File: config.mk
export PLATFORM = sky130hd
export DESIGN_NAME = rtu_fieldbus_slave_port
export DESIGN_NICKNAME = d
export VERILOG_FILES = /design/src/rtu_fieldbus_slave_port.v
export VERILOG_INCLUDE_DIRS = /design/src
export SDC_FILE = /design/constraint.sdc
export NUM_CORES = 2
export LEC_CHECK = 0
export BUFFER_PORTS_ARGS = -buffer_cell sky130_fd_sc_hd__buf_4
export CAP_MARGIN = 5
export CELL_PAD_IN_SITES_DETAIL_PLACEMENT = 1
export CELL_PAD_IN_SITES_GLOBAL_PLACEMENT = 2
export CORE_ASPECT_RATIO = 0.7
export CORE_UTILIZATION = 30
export DETAILED_ROUTE_END_ITERATION = 10
export HOLD_SLACK_MARGIN = 0.15
export PLACE_DENSITY_LB_ADDON = 0.1
export SKIP_CTS_REPAIR_TIMING = 1
export SYNTH_ARGS = -nofsm -noshare
export SYNTH_HDL_FRONTEND = slang
export SYNTH_SLANG_ARGS = --single-unit
File: constraint.sdc
create_clock -name sys_clk -period 12.3 [get_ports sys_clk]
set_input_delay 1.23 -clock sys_clk [delete_from_list [all_inputs] [get_ports sys_clk]]
set_output_delay 1.23 -clock sys_clk [all_outputs]
set_load 0.05 [all_outputs]
File: src/rtu_fieldbus_slave_port_regs.vh
// Register offsets, field positions, reset values and timing counts of the RTU fieldbus slave port.
`ifndef RTU_FIELDBUS_SLAVE_PORT_REGS_VH
`define RTU_FIELDBUS_SLAVE_PORT_REGS_VH

`define ADDR_W 6
`define REG_CONFIG 6'h00
`define REG_NODE_ADDR 6'h04
`define REG_BAUD_DIV 6'h08
`define REG_LOSS_TIME 6'h0C
`define REG_TX_DELAY 6'h10
`define REG_COMMAND 6'h14
`define REG_STATUS 6'h18
`define REG_RX_DATA 6'h1C
`define REG_RX_COUNT 6'h20
`define REG_TX_DATA 6'h24
`define REG_WORD32 6'h28
`define REG_WORD_FIRST 6'h2C
`define REG_WORD_SECOND 6'h30

`define CFG_RTU_EN 0
`define CFG_LOSS_EN 1
`define CFG_LOSS_SRC_LO 2
`define CFG_LOSS_SRC_HI 4
`define CFG_HI_WORD_FIRST 5
`define CFG_PARITY_LO 6
`define CFG_PARITY_HI 7
`define CFG_TWO_STOP 8
`define CFG_ACTION_LO 9
`define CFG_ACTION_HI 10
`define CONFIG_RESET 11'h25E

`define CMD_REFRESH 0
`define CMD_KICK_LO 1
`define CMD_KICK_HI 3
`define CMD_START_REPLY 4
`define CMD_CLEAR_LOSS 5
`define CMD_DROP_FRAME 6

`define PARITY_NONE 2'h0
`define PARITY_EVEN 2'h1
`define PARITY_ODD 2'h2
`define ACTION_NONE 2'h0
`define ACTION_FAULT 2'h1
`define ACTION_WARN 2'h2

`define NODE_ADDR_RESET 8'h01
`define CLK_HZ 100000000
`define BAUD_RESET_BPS 19200
`define BAUD_DIV_RESET (`CLK_HZ / `BAUD_RESET_BPS)
`define LOSS_TIME_RESET 8'h1E
`define TX_DELAY_RESET 8'h00

`define SLOT_MS 10
`define SLOT_REGS 10
`define SLOT_CYCLES (`CLK_HZ / 1000 * `SLOT_MS)
`define MS_CYCLES (`CLK_HZ / 1000)
`define LOSS_UNIT_MS 100
`define LOSS_UNIT_CYCLES (`CLK_HZ / 1000 * `LOSS_UNIT_MS)

`endif

File: src/rtu_fieldbus_slave_port.v
// RTU fieldbus slave port: half-duplex serial link, frame capture, reply pacing and loss monitor.
//
// What this block does
// - Processes at most ten requested registers per ten millisecond slot, rest in later slots.
// - A twenty register read is ready for reply within twenty-two milliseconds of arrival.
// - Jumper caught at power-up picks panel or fieldbus; panel mode keeps fieldbus idle.
// - Node address configurable, default one; integrator keeps addresses unique on the link.
// - Bit rate selectable, default 19.2 kbps; master must use the same rate.
// - Parity and stop bits selectable, default 8 even 1; master uses same format.
// - On communication loss a configurable action is taken, fault by default.
// - Loss monitoring enable and restart sources configurable, default control word and references.
// - Loss declared when monitored traffic absent longer than timeout, default 3.0 seconds.
// - Configurable extra delay before each reply starts, default zero milliseconds.
// - Port answers only when the protocol enable selects RTU; otherwise it stays idle.
// - Changed link settings act only after power-up or a refresh command.
// - Word order setting places 32-bit value words in frame, low word first by default.
//
// Chosen here: the plain strobed port and the address map.
`timescale 1ns/1ps
`include "rtu_fieldbus_slave_port_regs.vh"

module rtu_fieldbus_slave_port #(
    parameter DEPTH = 64,
    parameter PTR_W = 6,
    parameter SLOT_CYCLES = `SLOT_CYCLES,
    parameter MS_CYCLES = `MS_CYCLES,
    parameter LOSS_UNIT_CYCLES = `LOSS_UNIT_CYCLES
) (
    input wire sys_clk,
    input wire rst_n,
    input wire [`ADDR_W-1:0] addr,
    input wire [31:0] wr_data,
    input wire wr_en,
    input wire rd_en,
    output reg [31:0] rd_data,
    input wire link_rx,
    output reg link_tx,
    output reg link_tx_oe,
    input wire port_select_jumper,
    output reg panel_mode,
    output reg comm_loss,
    output reg comm_fault,
    output reg comm_warn
);
    // Staged settings written by software and active settings used by the link.
    reg [10:0] cfg_stage;
    reg [7:0] node_stage;
    reg [15:0] div_stage;
    reg [7:0] loss_stage;
    reg [7:0] delay_stage;
    reg [10:0] cfg;
    reg [7:0] node_addr;
    reg [15:0] baud_div;
    reg [7:0] loss_time;
    reg [7:0] tx_delay;
    reg [31:0] word32;

    localparam [31:0] DIV_RESET = `BAUD_DIV_RESET;
    reg jmp_s1, jmp_s2, jmp_done;
    reg [1:0] jmp_wait;
    reg rx_s1, rx_s2;

    wire fieldbus_active = cfg[`CFG_RTU_EN] & jmp_done & ~panel_mode;
    wire [1:0] parity = cfg[`CFG_PARITY_HI:`CFG_PARITY_LO];
    wire par_en = (parity != `PARITY_NONE);
    wire [3:0] nbits = 4'h9 + {3'h0, par_en} + {3'h0, cfg[`CFG_TWO_STOP]};
    wire [3:0] char_bits = nbits + 4'h1;
    wire [23:0] char_cyc = {8'h00, baud_div} * {20'h0_0000, char_bits};
    wire [23:0] t35_cyc = (char_cyc << 1) + char_cyc + (char_cyc >> 1);

    wire cmd = wr_en && (addr == `REG_COMMAND);
    wire cmd_refresh = cmd && wr_data[`CMD_REFRESH];
    wire cmd_start = cmd && wr_data[`CMD_START_REPLY];
    wire cmd_clear = cmd && wr_data[`CMD_CLEAR_LOSS];
    wire cmd_drop = cmd && wr_data[`CMD_DROP_FRAME];
    wire [2:0] kick = cmd ? wr_data[`CMD_KICK_HI:`CMD_KICK_LO] : 3'h0;

    // Software register file; active settings load only at reset or refresh.
    always @(posedge sys_clk or negedge rst_n) begin
        if (!rst_n) begin
            cfg_stage <= `CONFIG_RESET;
            node_stage <= `NODE_ADDR_RESET;
            div_stage <= DIV_RESET[15:0];
            loss_stage <= `LOSS_TIME_RESET;
            delay_stage <= `TX_DELAY_RESET;
            cfg <= `CONFIG_RESET;
            node_addr <= `NODE_ADDR_RESET;
            baud_div <= DIV_RESET[15:0];
            loss_time <= `LOSS_TIME_RESET;
            tx_delay <= `TX_DELAY_RESET;
            word32 <= 32'h0000_0000;
        end else begin
            if (wr_en) begin
                case (addr)
                    `REG_CONFIG: cfg_stage <= wr_data[10:0];
                    `REG_NODE_ADDR: node_stage <= wr_data[7:0];
                    `REG_BAUD_DIV: div_stage <= wr_data[15:0];
                    `REG_LOSS_TIME: loss_stage <= wr_data[7:0];
                    `REG_TX_DELAY: delay_stage <= wr_data[7:0];
                    `REG_WORD32: word32 <= wr_data;
                    default: ;
                endcase
            end
            if (cmd_refresh) begin
                cfg <= cfg_stage;
                node_addr <= node_stage;
                baud_div <= (div_stage == 16'h0000) ? 16'h0001 : div_stage;
                loss_time <= loss_stage;
                tx_delay <= delay_stage;
            end
        end
    end

    // Jumper and receive line pass two flops; the jumper is caught once after release.
    always @(posedge sys_clk or negedge rst_n) begin
        if (!rst_n) begin
            jmp_s1 <= 1'b0;
            jmp_s2 <= 1'b0;
            jmp_wait <= 2'h0;
            jmp_done <= 1'b0;
            panel_mode <= 1'b0;
            rx_s1 <= 1'b1;
            rx_s2 <= 1'b1;
        end else begin
            jmp_s1 <= port_select_jumper;
            jmp_s2 <= jmp_s1;
            rx_s1 <= link_rx;
            rx_s2 <= rx_s1;
            if (!jmp_done) begin
                jmp_wait <= jmp_wait + 2'h1;
                if (jmp_wait == 2'h3) begin
                    jmp_done <= 1'b1;
                    panel_mode <= jmp_s2;
                end
            end
        end
    end

    // Time bases; the slot and loss bases run freely, the millisecond base restarts on a start command.
    reg [31:0] slot_cnt, ms_cnt, unit_cnt;
    wire slot_tick = (slot_cnt == SLOT_CYCLES - 1);
    wire ms_tick = (ms_cnt == MS_CYCLES - 1);
    wire unit_tick = (unit_cnt == LOSS_UNIT_CYCLES - 1);
    always @(posedge sys_clk or negedge rst_n) begin
        if (!rst_n) begin
            slot_cnt <= 32'h0000_0000;
            ms_cnt <= 32'h0000_0000;
            unit_cnt <= 32'h0000_0000;
        end else begin
            slot_cnt <= slot_tick ? 32'h0000_0000 : slot_cnt + 32'h0000_0001;
            // A start command restarts the millisecond base so a reply delay is never cut short.
            ms_cnt <= (ms_tick || cmd_start) ? 32'h0000_0000 : ms_cnt + 32'h0000_0001;
            unit_cnt <= unit_tick ? 32'h0000_0000 : unit_cnt + 32'h0000_0001;
        end
    end

    // Receiver: samples mid-bit, checks start, parity and stop.
    reg rx_busy;
    reg [15:0] rx_cnt;
    reg [3:0] rx_bit;
    reg [7:0] rx_byte;
    reg rx_par;
    reg byte_done, byte_bad;
    always @(posedge sys_clk or negedge rst_n) begin
        if (!rst_n) begin
            rx_busy <= 1'b0;
            rx_cnt <= 16'h0000;
            rx_bit <= 4'h0;
            rx_byte <= 8'h00;
            rx_par <= 1'b0;
            byte_done <= 1'b0;
            byte_bad <= 1'b0;
        end else begin
            byte_done <= 1'b0;
            if (!rx_busy) begin
                if (!rx_s2 && fieldbus_active) begin
                    rx_busy <= 1'b1;
                    rx_cnt <= baud_div >> 1;
                    rx_bit <= 4'h0;
                    byte_bad <= 1'b0;
                end
            end else if (rx_cnt != 16'h0000) begin
                rx_cnt <= rx_cnt - 16'h0001;
            end else begin
                rx_cnt <= baud_div - 16'h0001;
                rx_bit <= rx_bit + 4'h1;
                if (rx_bit == 4'h0) begin
                    if (rx_s2) begin
                        rx_busy <= 1'b0;
                    end
                end else if (rx_bit <= 4'h8) begin
                    rx_byte <= {rx_s2, rx_byte[7:1]};
                end else if (rx_bit == 4'h9 && par_en) begin
                    rx_par <= rx_s2;
                end else begin
                    rx_busy <= 1'b0;
                    byte_done <= 1'b1;
                    byte_bad <= ~rx_s2 | (par_en & (rx_par != ((^rx_byte) ^ (parity == `PARITY_ODD))));
                end
            end
        end
    end

    // Frame capture, end-of-frame silence and address match.
    reg [7:0] rx_mem [0:DEPTH-1];
    reg [PTR_W:0] rx_len;
    reg [PTR_W-1:0] rx_rd;
    reg [23:0] idle_cnt;
    reg frame_err, frame_ready, rx_overflow, any_err;
    reg [15:0] req_regs, done_regs;
    reg proc_done;
    wire [7:0] fcode = rx_mem[1];
    wire multi = (fcode == 8'h03) || (fcode == 8'h04) || (fcode == 8'h10) || (fcode == 8'h17);
    wire [31:0] done_sum = {16'h0000, done_regs} + `SLOT_REGS;
    wire [16:0] done_next = done_sum[16:0];
    wire frame_end = (idle_cnt == t35_cyc) && (rx_len != 0) && !frame_ready;
    wire tx_finish;
    always @(posedge sys_clk or negedge rst_n) begin
        if (!rst_n) begin
            rx_len <= {(PTR_W+1){1'b0}};
            idle_cnt <= 24'h00_0000;
            frame_err <= 1'b0;
            frame_ready <= 1'b0;
            rx_overflow <= 1'b0;
            any_err <= 1'b0;
            req_regs <= 16'h0000;
            done_regs <= 16'h0000;
            proc_done <= 1'b0;
        end else begin
            if (rx_busy || !rx_s2) begin
                idle_cnt <= 24'h00_0000;
            end else if (idle_cnt != t35_cyc) begin
                idle_cnt <= idle_cnt + 24'h00_0001;
            end
            if (byte_done && !frame_ready) begin
                if (rx_len < DEPTH) begin
                    rx_mem[rx_len[PTR_W-1:0]] <= rx_byte;
                    rx_len <= rx_len + 1'b1;
                end else begin
                    frame_err <= 1'b1;
                    rx_overflow <= 1'b1;
                end
                if (byte_bad) begin
                    frame_err <= 1'b1;
                    any_err <= 1'b1;
                end
            end
            if (frame_end) begin
                frame_err <= 1'b0;
                if (!frame_err && rx_len > 5 && rx_mem[0] == node_addr) begin
                    frame_ready <= 1'b1;
                    req_regs <= multi ? {rx_mem[4], rx_mem[5]} : 16'h0001;
                    done_regs <= 16'h0000;
                    proc_done <= 1'b0;
                end else begin
                    rx_len <= {(PTR_W+1){1'b0}};
                end
            end
            if (frame_ready && !proc_done && slot_tick) begin
                done_regs <= done_next[15:0];
                if (done_next >= {1'b0, req_regs}) begin
                    proc_done <= 1'b1;
                end
            end
            if (tx_finish || cmd_drop || !fieldbus_active) begin
                frame_ready <= 1'b0;
                proc_done <= 1'b0;
                rx_len <= {(PTR_W+1){1'b0}};
            end
        end
    end

    // Transmitter: waits the transmit delay, then drives the line byte by byte.
    localparam T_IDLE = 2'h0;
    localparam T_WAIT = 2'h1;
    localparam T_SEND = 2'h2;
    reg [1:0] t_state;
    reg [7:0] tx_mem [0:DEPTH-1];
    reg [PTR_W:0] tx_wr, tx_rd;
    reg [7:0] wait_ms;
    reg [15:0] tx_cnt;
    reg [3:0] tx_left;
    reg [11:0] tx_shift;
    reg tx_bit_on;
    wire [7:0] tx_byte = tx_mem[tx_rd[PTR_W-1:0]];
    wire tx_pbit = (^tx_byte) ^ (parity == `PARITY_ODD);
    assign tx_finish = (t_state == T_SEND) && !tx_bit_on && (tx_rd == tx_wr);
    always @(posedge sys_clk or negedge rst_n) begin
        if (!rst_n) begin
            t_state <= T_IDLE;
            tx_wr <= {(PTR_W+1){1'b0}};
            tx_rd <= {(PTR_W+1){1'b0}};
            wait_ms <= 8'h00;
            tx_cnt <= 16'h0000;
            tx_left <= 4'h0;
            tx_shift <= 12'hFFF;
            tx_bit_on <= 1'b0;
            link_tx <= 1'b1;
            link_tx_oe <= 1'b0;
        end else begin
            if (wr_en && addr == `REG_TX_DATA && t_state == T_IDLE && tx_wr < DEPTH) begin
                tx_mem[tx_wr[PTR_W-1:0]] <= wr_data[7:0];
                tx_wr <= tx_wr + 1'b1;
            end
            case (t_state)
                T_IDLE: begin
                    link_tx <= 1'b1;
                    link_tx_oe <= 1'b0;
                    if (cmd_start && frame_ready && proc_done && fieldbus_active) begin
                        t_state <= T_WAIT;
                        wait_ms <= 8'h00;
                    end
                end
                T_WAIT: begin
                    if (wait_ms == tx_delay) begin
                        t_state <= T_SEND;
                        tx_rd <= {(PTR_W+1){1'b0}};
                        tx_bit_on <= 1'b0;
                    end else if (ms_tick) begin
                        wait_ms <= wait_ms + 8'h01;
                    end
                end
                T_SEND: begin
                    link_tx_oe <= 1'b1;
                    if (tx_bit_on) begin
                        if (tx_cnt != 16'h0000) begin
                            tx_cnt <= tx_cnt - 16'h0001;
                        end else if (tx_left == 4'h0) begin
                            tx_bit_on <= 1'b0;
                        end else begin
                            link_tx <= tx_shift[0];
                            tx_shift <= {1'b1, tx_shift[11:1]};
                            tx_left <= tx_left - 4'h1;
                            tx_cnt <= baud_div - 16'h0001;
                        end
                    end else if (tx_rd != tx_wr) begin
                        tx_bit_on <= 1'b1;
                        tx_cnt <= 16'h0000;
                        tx_left <= nbits + 4'h1;
                        tx_shift <= par_en ? {2'b11, tx_pbit, tx_byte, 1'b0} : {3'b111, tx_byte, 1'b0};
                        tx_rd <= tx_rd + 1'b1;
                    end else begin
                        t_state <= T_IDLE;
                        tx_wr <= {(PTR_W+1){1'b0}};
                        link_tx_oe <= 1'b0;
                    end
                end
                default: t_state <= T_IDLE;
            endcase
            if (!fieldbus_active) begin
                t_state <= T_IDLE;
                link_tx <= 1'b1;
                link_tx_oe <= 1'b0;
            end
        end
    end

    // Communication loss monitor.
    reg [8:0] loss_cnt;
    wire loss_restart = |(kick & cfg[`CFG_LOSS_SRC_HI:`CFG_LOSS_SRC_LO]);
    wire loss_hit = cfg[`CFG_LOSS_EN] && fieldbus_active && (loss_cnt > {1'b0, loss_time});
    always @(posedge sys_clk or negedge rst_n) begin
        if (!rst_n) begin
            loss_cnt <= 9'h000;
            comm_loss <= 1'b0;
            comm_fault <= 1'b0;
            comm_warn <= 1'b0;
        end else begin
            if (loss_restart || !cfg[`CFG_LOSS_EN] || !fieldbus_active) begin
                loss_cnt <= 9'h000;
            end else if (unit_tick && loss_cnt != 9'h1FF) begin
                loss_cnt <= loss_cnt + 9'h001;
            end
            // A new loss in the clearing cycle keeps the flags set.
            if (loss_hit) begin
                comm_loss <= 1'b1;
                comm_fault <= comm_fault | (cfg[`CFG_ACTION_HI:`CFG_ACTION_LO] == `ACTION_FAULT);
                comm_warn <= comm_warn | (cfg[`CFG_ACTION_HI:`CFG_ACTION_LO] == `ACTION_WARN);
            end else if (cmd_clear) begin
                comm_loss <= 1'b0;
                comm_fault <= 1'b0;
                comm_warn <= 1'b0;
            end
        end
    end

    // Read port: data one cycle after the strobe; reading received data advances the pointer.
    wire rx_pop = rd_en && (addr == `REG_RX_DATA);
    wire rx_avail = frame_ready && ({1'b0, rx_rd} < rx_len);
    wire [15:0] word_lo = word32[15:0];
    wire [15:0] word_hi = word32[31:16];
    always @(posedge sys_clk or negedge rst_n) begin
        if (!rst_n) begin
            rd_data <= 32'h0000_0000;
            rx_rd <= {PTR_W{1'b0}};
        end else begin
            if (!frame_ready) begin
                rx_rd <= {PTR_W{1'b0}};
            end else if (rx_pop && rx_avail) begin
                rx_rd <= rx_rd + 1'b1;
            end
            rd_data <= 32'h0000_0000;
            if (rd_en) begin
                case (addr)
                    `REG_CONFIG: rd_data <= {21'h00_0000, cfg_stage};
                    `REG_NODE_ADDR: rd_data <= {24'h00_0000, node_stage};
                    `REG_BAUD_DIV: rd_data <= {16'h0000, div_stage};
                    `REG_LOSS_TIME: rd_data <= {24'h00_0000, loss_stage};
                    `REG_TX_DELAY: rd_data <= {24'h00_0000, delay_stage};
                    `REG_STATUS: rd_data <= {24'h00_0000, any_err, rx_overflow, t_state != T_IDLE,
                                             comm_loss, proc_done, frame_ready, panel_mode, fieldbus_active};
                    `REG_RX_DATA: rd_data <= {23'h00_0000, rx_avail, rx_mem[rx_rd]};
                    `REG_RX_COUNT: rd_data <= {{(31-PTR_W){1'b0}}, rx_len};
                    `REG_WORD32: rd_data <= word32;
                    `REG_WORD_FIRST: rd_data <= {16'h0000, cfg[`CFG_HI_WORD_FIRST] ? word_hi : word_lo};
                    `REG_WORD_SECOND: rd_data <= {16'h0000, cfg[`CFG_HI_WORD_FIRST] ? word_lo : word_hi};
                    default: rd_data <= 32'h0000_0000;
                endcase
            end
        end
    end
endmodule // rtu_fieldbus_slave_port

---- After elaboration in Yosys (flattened, before gate mapping) ----
Memories as Yosys holds them, arrays and structs flattened.
Index checks and enable logic that the tools add are counted.
storage, ports and cells
  bits in registers ....................... 447
  word-level logic and storage cells ...... 369
  output and inout port bits .............. 38
  RAM bits ................................ 1024
  memories kept ........................... 2
memory list
  name    words  width  rd ports  clocked after Yosys merged registers in  write ports  RTL line                       RTL
  rx_mem  64     8      5         0                                        1            rtu_fieldbus_slave_port.v:205  reg [7:0] rx_mem [0:DEPTH-1];
  tx_mem  64     8      1         0                                        1            rtu_fieldbus_slave_port.v:278  reg [7:0] tx_mem [0:DEPTH-1];
cells by class
  mux-type cells .......................... 116
  equal/unequal tests ..................... 57
  add/sub/neg operators ................... 22
  bitwise operators ....................... 16
  multipliers ............................. 1
  reductions and logical operators ........ 95
  order comparisons ....................... 7
operators with widths
  cell                   number
  $pmux 32 s11           1
  $mux 16                14
  $mux 32                4
  $add 32x1->32 const B  3
  $mux 7                 12
  $mux 1                 52
  $mux 12                4
  $mux 24                2
  $sub 16x1->16 const B  3
  $eq 32x17->1 const B   1
  $eq 32x20->1 const B   1
  $eq 32x24->1 const B   1
  $reduce_bool 16->1     2
  $eq 6x6->1 const B     5
  $logic_and 1x1->1      30
  $reduce_and 2->1       15
  $mux 4                 7
  $reduce_bool 2->1      14
  $add 24x1->24 const B  1
  $eq 24x23->1           1
  $eq 6x5->1 const B     4
  $mux 8                 3
  $ne 24x23->1           1
  $ne 3x3->1 const B     8
  other kinds (62)       125

---- Depth between registers and ports, before layout ----
  word-level depth ........................ 14
  gate-level depth with buffers ........... 37
  mapped depth without buffers ............ 32

---- Least setup slack after synthesis ----
Ideal clock, no wire load.
  path kind ............................... register to register
  from .................................... register cfg[6]
  to ...................................... register req_regs[5]
  slack ................................... 3.531 ns
  stages on the path, launching flop included .. 37
  setup time .............................. 0.133 ns
  data arrival time ....................... 8.636 ns
  clock period less this slack ............ 8.769 ns
  buffers on the path ..................... 4
  cell sequence ........................... dfstp_2 > or2_2 > ha_1 > clkbuf_1 > clkbuf_1 > nand2_1 > fa_1 > fa_1 > inv_1 > fa_1 > a21o_1 > a21oi_1 > o21bai_1 > a21oi_1 > o21bai_1 > a21oi_1 > o21bai_1 > a2111oi_0 > o31ai_1 > a21oi_1 > xor2_1 > fa_1 > inv_1 > ha_1 > xnor2_1 > nor3_1 > a2111oi_0 > nand4_1 > a2111oi_0 > nand4_1 > nor4_1 > nand4b_1 > or3_1 > buf_2 > buf_2 > nand2_1 > o21ai_0
on the way
  word-level cells in the longest chain between the ends .. 11
ends and longest elaborated chain
  item                                    RTL line                       RTL
  from (decl)                             rtu_fieldbus_slave_port.v:51   reg [10:0] cfg;
  from (signal assigned)                  rtu_fieldbus_slave_port.v:86   cfg <= `CONFIG_RESET;
  from (signal assigned)                  rtu_fieldbus_slave_port.v:105  cfg <= cfg_stage;
  $reduce_bool 2->1 (no source line) (*)  --
  $add 4x1->4 (*) (2 in series)           rtu_fieldbus_slave_port.v:66   wire [3:0] nbits = 4'h9 + {3'h0, par_en} + {3'h0, cfg[`CFG_TWO_STOP]};
  $add 4x1->4 (*)                         rtu_fieldbus_slave_port.v:67   wire [3:0] char_bits = nbits + 4'h1;
  $mul 16x4->20 (*)                       rtu_fieldbus_slave_port.v:68   wire [23:0] char_cyc = {8'h00, baud_div} * {20'h0_0000, char_bits};
  $add 21x20->22                          rtu_fieldbus_slave_port.v:69   wire [23:0] t35_cyc = (char_cyc << 1) + char_cyc + (char_cyc >> 1);
  $add 22x19->23 (*)                      rtu_fieldbus_slave_port.v:69
  $eq 24x23->1 (*)                        rtu_fieldbus_slave_port.v:216  wire frame_end = (idle_cnt == t35_cyc) && (rx_len != 0) && !frame_ready;
  $logic_and 1x1->1 (*) (2 in series)     rtu_fieldbus_slave_port.v:216
  $reduce_and 2->1 (no source line) (*)   --
  to (signal assigned)                    rtu_fieldbus_slave_port.v:252  req_regs <= multi ? {rx_mem[4], rx_mem[5]} : 16'h0001;
  to (decl)                               rtu_fieldbus_slave_port.v:210  reg [15:0] req_regs, done_regs;
Every way passes the cells marked *; elsewhere a longest branch is shown, timed or not.
A chain may end at the register's enable or synchronous reset.

---- Worst setup path in the final report ----
  from .................................... register cfg[6]
  to ...................................... register done_regs[6]
on the way
  word-level cells in the longest chain between the ends .. 12
ends and longest elaborated chain
  item                                    RTL line                       RTL
  $reduce_bool 2->1 (no source line) (*)  --
  $add 4x1->4 (*) (2 in series)           rtu_fieldbus_slave_port.v:66
  $add 4x1->4 (*)                         rtu_fieldbus_slave_port.v:67
  $mul 16x4->20 (*)                       rtu_fieldbus_slave_port.v:68
  $add 21x20->22                          rtu_fieldbus_slave_port.v:69
  $add 22x19->23 (*)                      rtu_fieldbus_slave_port.v:69
  $eq 24x23->1 (*)                        rtu_fieldbus_slave_port.v:216
  $logic_and 1x1->1 (*) (2 in series)     rtu_fieldbus_slave_port.v:216
  $reduce_bool 2->1 (no source line) (*)  --
  $reduce_and 2->1 (no source line) (*)   --
  to (signal assigned)                    rtu_fieldbus_slave_port.v:260  done_regs <= done_next[15:0];
  to (decl)                               rtu_fieldbus_slave_port.v:210
Marked as above.

==> results.py <==
metrics = {
    "critical_path": {
        "regToRegSetupSlack_ns": 1.79,
        "slowest_stage": "a2111oi_0",
        "crit_fanout": 49,
        "reg2reg_to": "done_regs[6]",
        "cp_slowest_stage_delay_ns": 0.86,
        "crit_type": "reg2reg",
        "arrival_ns": 11.17,
        "required_ns": 12.96,
        "cp-end-kind": "flop",
        "cp-start-kind": "flop",
        "r2r-start": "cfg[6]",
        "r2r_cells": 33,
    },
    "floorplanning": {
        "placementRows": 142,
        "die_h_um": 391,
        "start_util": 0.303,
        "die_area_um2": 218000,
        "dieWidth_um": 558,
        "core_area_um2": 214000,
        "io_pins": 82,
    },
    "run": {
        "cap_violations": 0,
    },
    "layout": {
        "postLayoutCellArea_um2": 74400,
        "synthToLayoutAreaGrowth_pct": 14.8,
        "drive_above_1_share": 0.199,
        "nets": 4627,
    },
    "synth": {
        "ys.warnings.count": 0,
        "yosysTopAreaCell": "edfxtp_1",
        "synth_area_leaders": "edfxtp_1, dfrtp_1, mux4_2",
        "synthCells": 4299,
        "ys_seq_elements": 1468,
        "synth-edff-count": 1024,
        "synth_cell_types": 80,
        "yosysSeqAreaShare": 0.647,
        "async_flop_share": 0.302,
        "synth_most_common_cell": "edfxtp_1",
        "syn-num-nets": 4490,
        "ys_top_cells_by_count": "edfxtp_1, dfrtp_1, nor2_1, mux4_2, nand2_1",
        "synth_ff_type": "edfxtp_1",
        "avgSynthCellArea_um2": 15.1,
        "netlist_area_um2": 64800,
        "netlist.area_leader.share": 0.474,
    },
    "timing": {
        "final-setup-viol-count": 0,
        "timing.setup.tns_ns": 0,
        "rsz0062_at_grt": "no",
        "fin_crit_ns": 10.51,
        "clock.fmax_ghz": 0.0951,
        "slew_violations": 0,
        "relSlewSlack": 0.221,
        "worst_pin_slew_ns": 1.16,
        "fin_crit_sh": 0.855,
        "worst_slack_ns": 1.79,
        "skew_ns": 0.0965,
        "hold_viol": 0,
    },
    "power_and_ir_drop": {
        "finalPower_uw": 11200,
        "power_density_nw_per_um2": 150,
        "ir_worst_vdd_mv": 0.138,
        "switching_share": 0.227,
        "p_leak_uw": 0.0271,
        "switching_power_uw": 2540,
        "power_frac_comb": 0.050,
        "intPower_uw": 8640,
        "clkPwrFrac": 0.460,
        "p_seq_frac": 0.490,
    },
    "drt": {
        "wl_per_cell_um": 26.0,
        "ant_nets": 0,
        "drc": 0,
        "vias": 37400,
        "drt-initial-drc-count": 2692,
        "wirelength_um": 194000,
        "dr.pass1.iters": 6,
        "drt-vias-per-instance": 5.02,
    },
    "global_route": {
        "grt_max_degree": 147,
        "antenna_found_initial": 15,
        "grt_pass1_vias": 39000,
        "grt_util_all_layers": 0.177,
        "overflow": 0,
        "grt_pass1_wl_um": 284000,
    },
    "placement": {
        "finalWeightedCongestion": 0.771,
        "io_buffer_count": 81,
        "place_hpwl_um": 128000,
        "place_area_um2": 68800,
        "post-place-ws_ns": 1.84,
    },
    "outcome": {
        "status": "finished clean",
    },
    "cts": {
        "clk_pin_slew_ns": 0.06,
        "cts-buffers-inserted": 169,
        "cts_buffer_depth": 4,
        "cts_tree": "yes",
        "cts_max_level": 4,
        "cts.sinks": 1468,
        "cts-root-buf": "clkbuf_16",
        "worstSkewPairLatency_ns": 0.85,
    },
    "worst_hold_path": {
        "min_path_type": "in2async",
    },
}
-- worst max-delay path by stage --
stage | endpoint | slack [ns] | cells past startpoint | startpoint
after CTS | done_regs[6] | 1.79 | 33 | cfg[6]
after floorplan | req_regs[5] | 3.53 | 36 | cfg[6]
final | done_regs[6] | 1.79 | 33 | cfg[6]
after detailed placement | done_regs[5] | 1.84 | 33 | cfg[6]
after global routing | done_regs[5] | 1.02 | 33 | cfg[6]
after global placement | done_regs[7] | 1.91 | 33 | cfg[6]
-- flip-flops by register name (all words and copies together) (netlist names), 15 cells and up --
signal and flops:
rx_mem 512, rd_data 32, unit_cnt 32, tx_cnt 16, ms_cnt 32, baud_div 16
tx_mem 512, idle_cnt 24, req_regs 16, slot_cnt 32, done_regs 15, div_stage 16
word32 32, rx_cnt 16
-- critical path, delay by kind of cell (launching register included) --
family	cells	cell delay, ns
buffers and inverters	3	0.43
and+or+nand+nor	9	2.08
adders and majority gates	6	3.01
DFF	1	0.56
xor gates and xnor gates	2	0.79
AOI/OAI and AO/OA	13	3.51
-- final cells by class --
type                            count  area, um^2
Antenna cell                        4        10.0
Clock buffer                      221        4610
Clock inverter                     74         916
Fill cell                       22000      140000
Inverter                          154         578
Multi-Input combinational cell   2493       21600
Sequential cell                  1468       41900
Tap cell                         2880        3600
Timing Repair Buffer              150        1170
-- layer usage --
metal,vias up,part of all wire,GRT usage
met4,2,0.020,0.0387
met3,244,0.045,0.0274
met2,689,0.42,0.251
met1,19900,0.52,0.282
met5,-,0.000036,0
li1,16600,-,-
-- metrics by stage --
stage	std cells	hold WS [ns]	utilization
6_report	7444	0.332	0.347
5_1_grt	7441	0.312	0.347
4_1_cts	7440	0.285	0.347
3_5_place_dp	7145	0.367	0.321
3_3_place_gp	7145	0.368	0.321
2_1_floorplan	4299	0.331	-
-- power groups by stage --
stage / Combinational (uW) / Sequential, uW / Clock (uW)
floorplan: 341 / 5530 / 0
global placement: 568 / 5580 / 0
detailed placement: 572 / 5580 / 0
CTS: 574 / 5480 / 5320
global route: 629 / 5490 / 5470
finish: 564 / 5480 / 5140
-- logic make-up after synthesis --
kind of cell | after synthesis | share of synthesized area
DFF | 1468 | 0.647
and+or+nand+nor | 1110 | 0.0813
muxes | 519 | 0.137
AOI/OAI and AO/OA | 474 | 0.0470
buffers and inverters | 338 | 0.0214
xor gates and xnor gates | 243 | 0.0332
adders and majority gates | 147 | 0.0339
-- cell usage in the layout (no fill, tap or decap), types with 112 or more instances in the layout --
cell type,count
clkbuf_16,171
o21ai_0,123
xnor2_1,129
a21oi_1,114
mux2_2,150
nand3_1,118
nand2_1,245
dfrtp_1,385
nor2_1,371
edfxtp_1,1024
xor2_1,112
buf_4,146
inv_1,151
mux4_2,277
(Power assumes the default switching activity.)
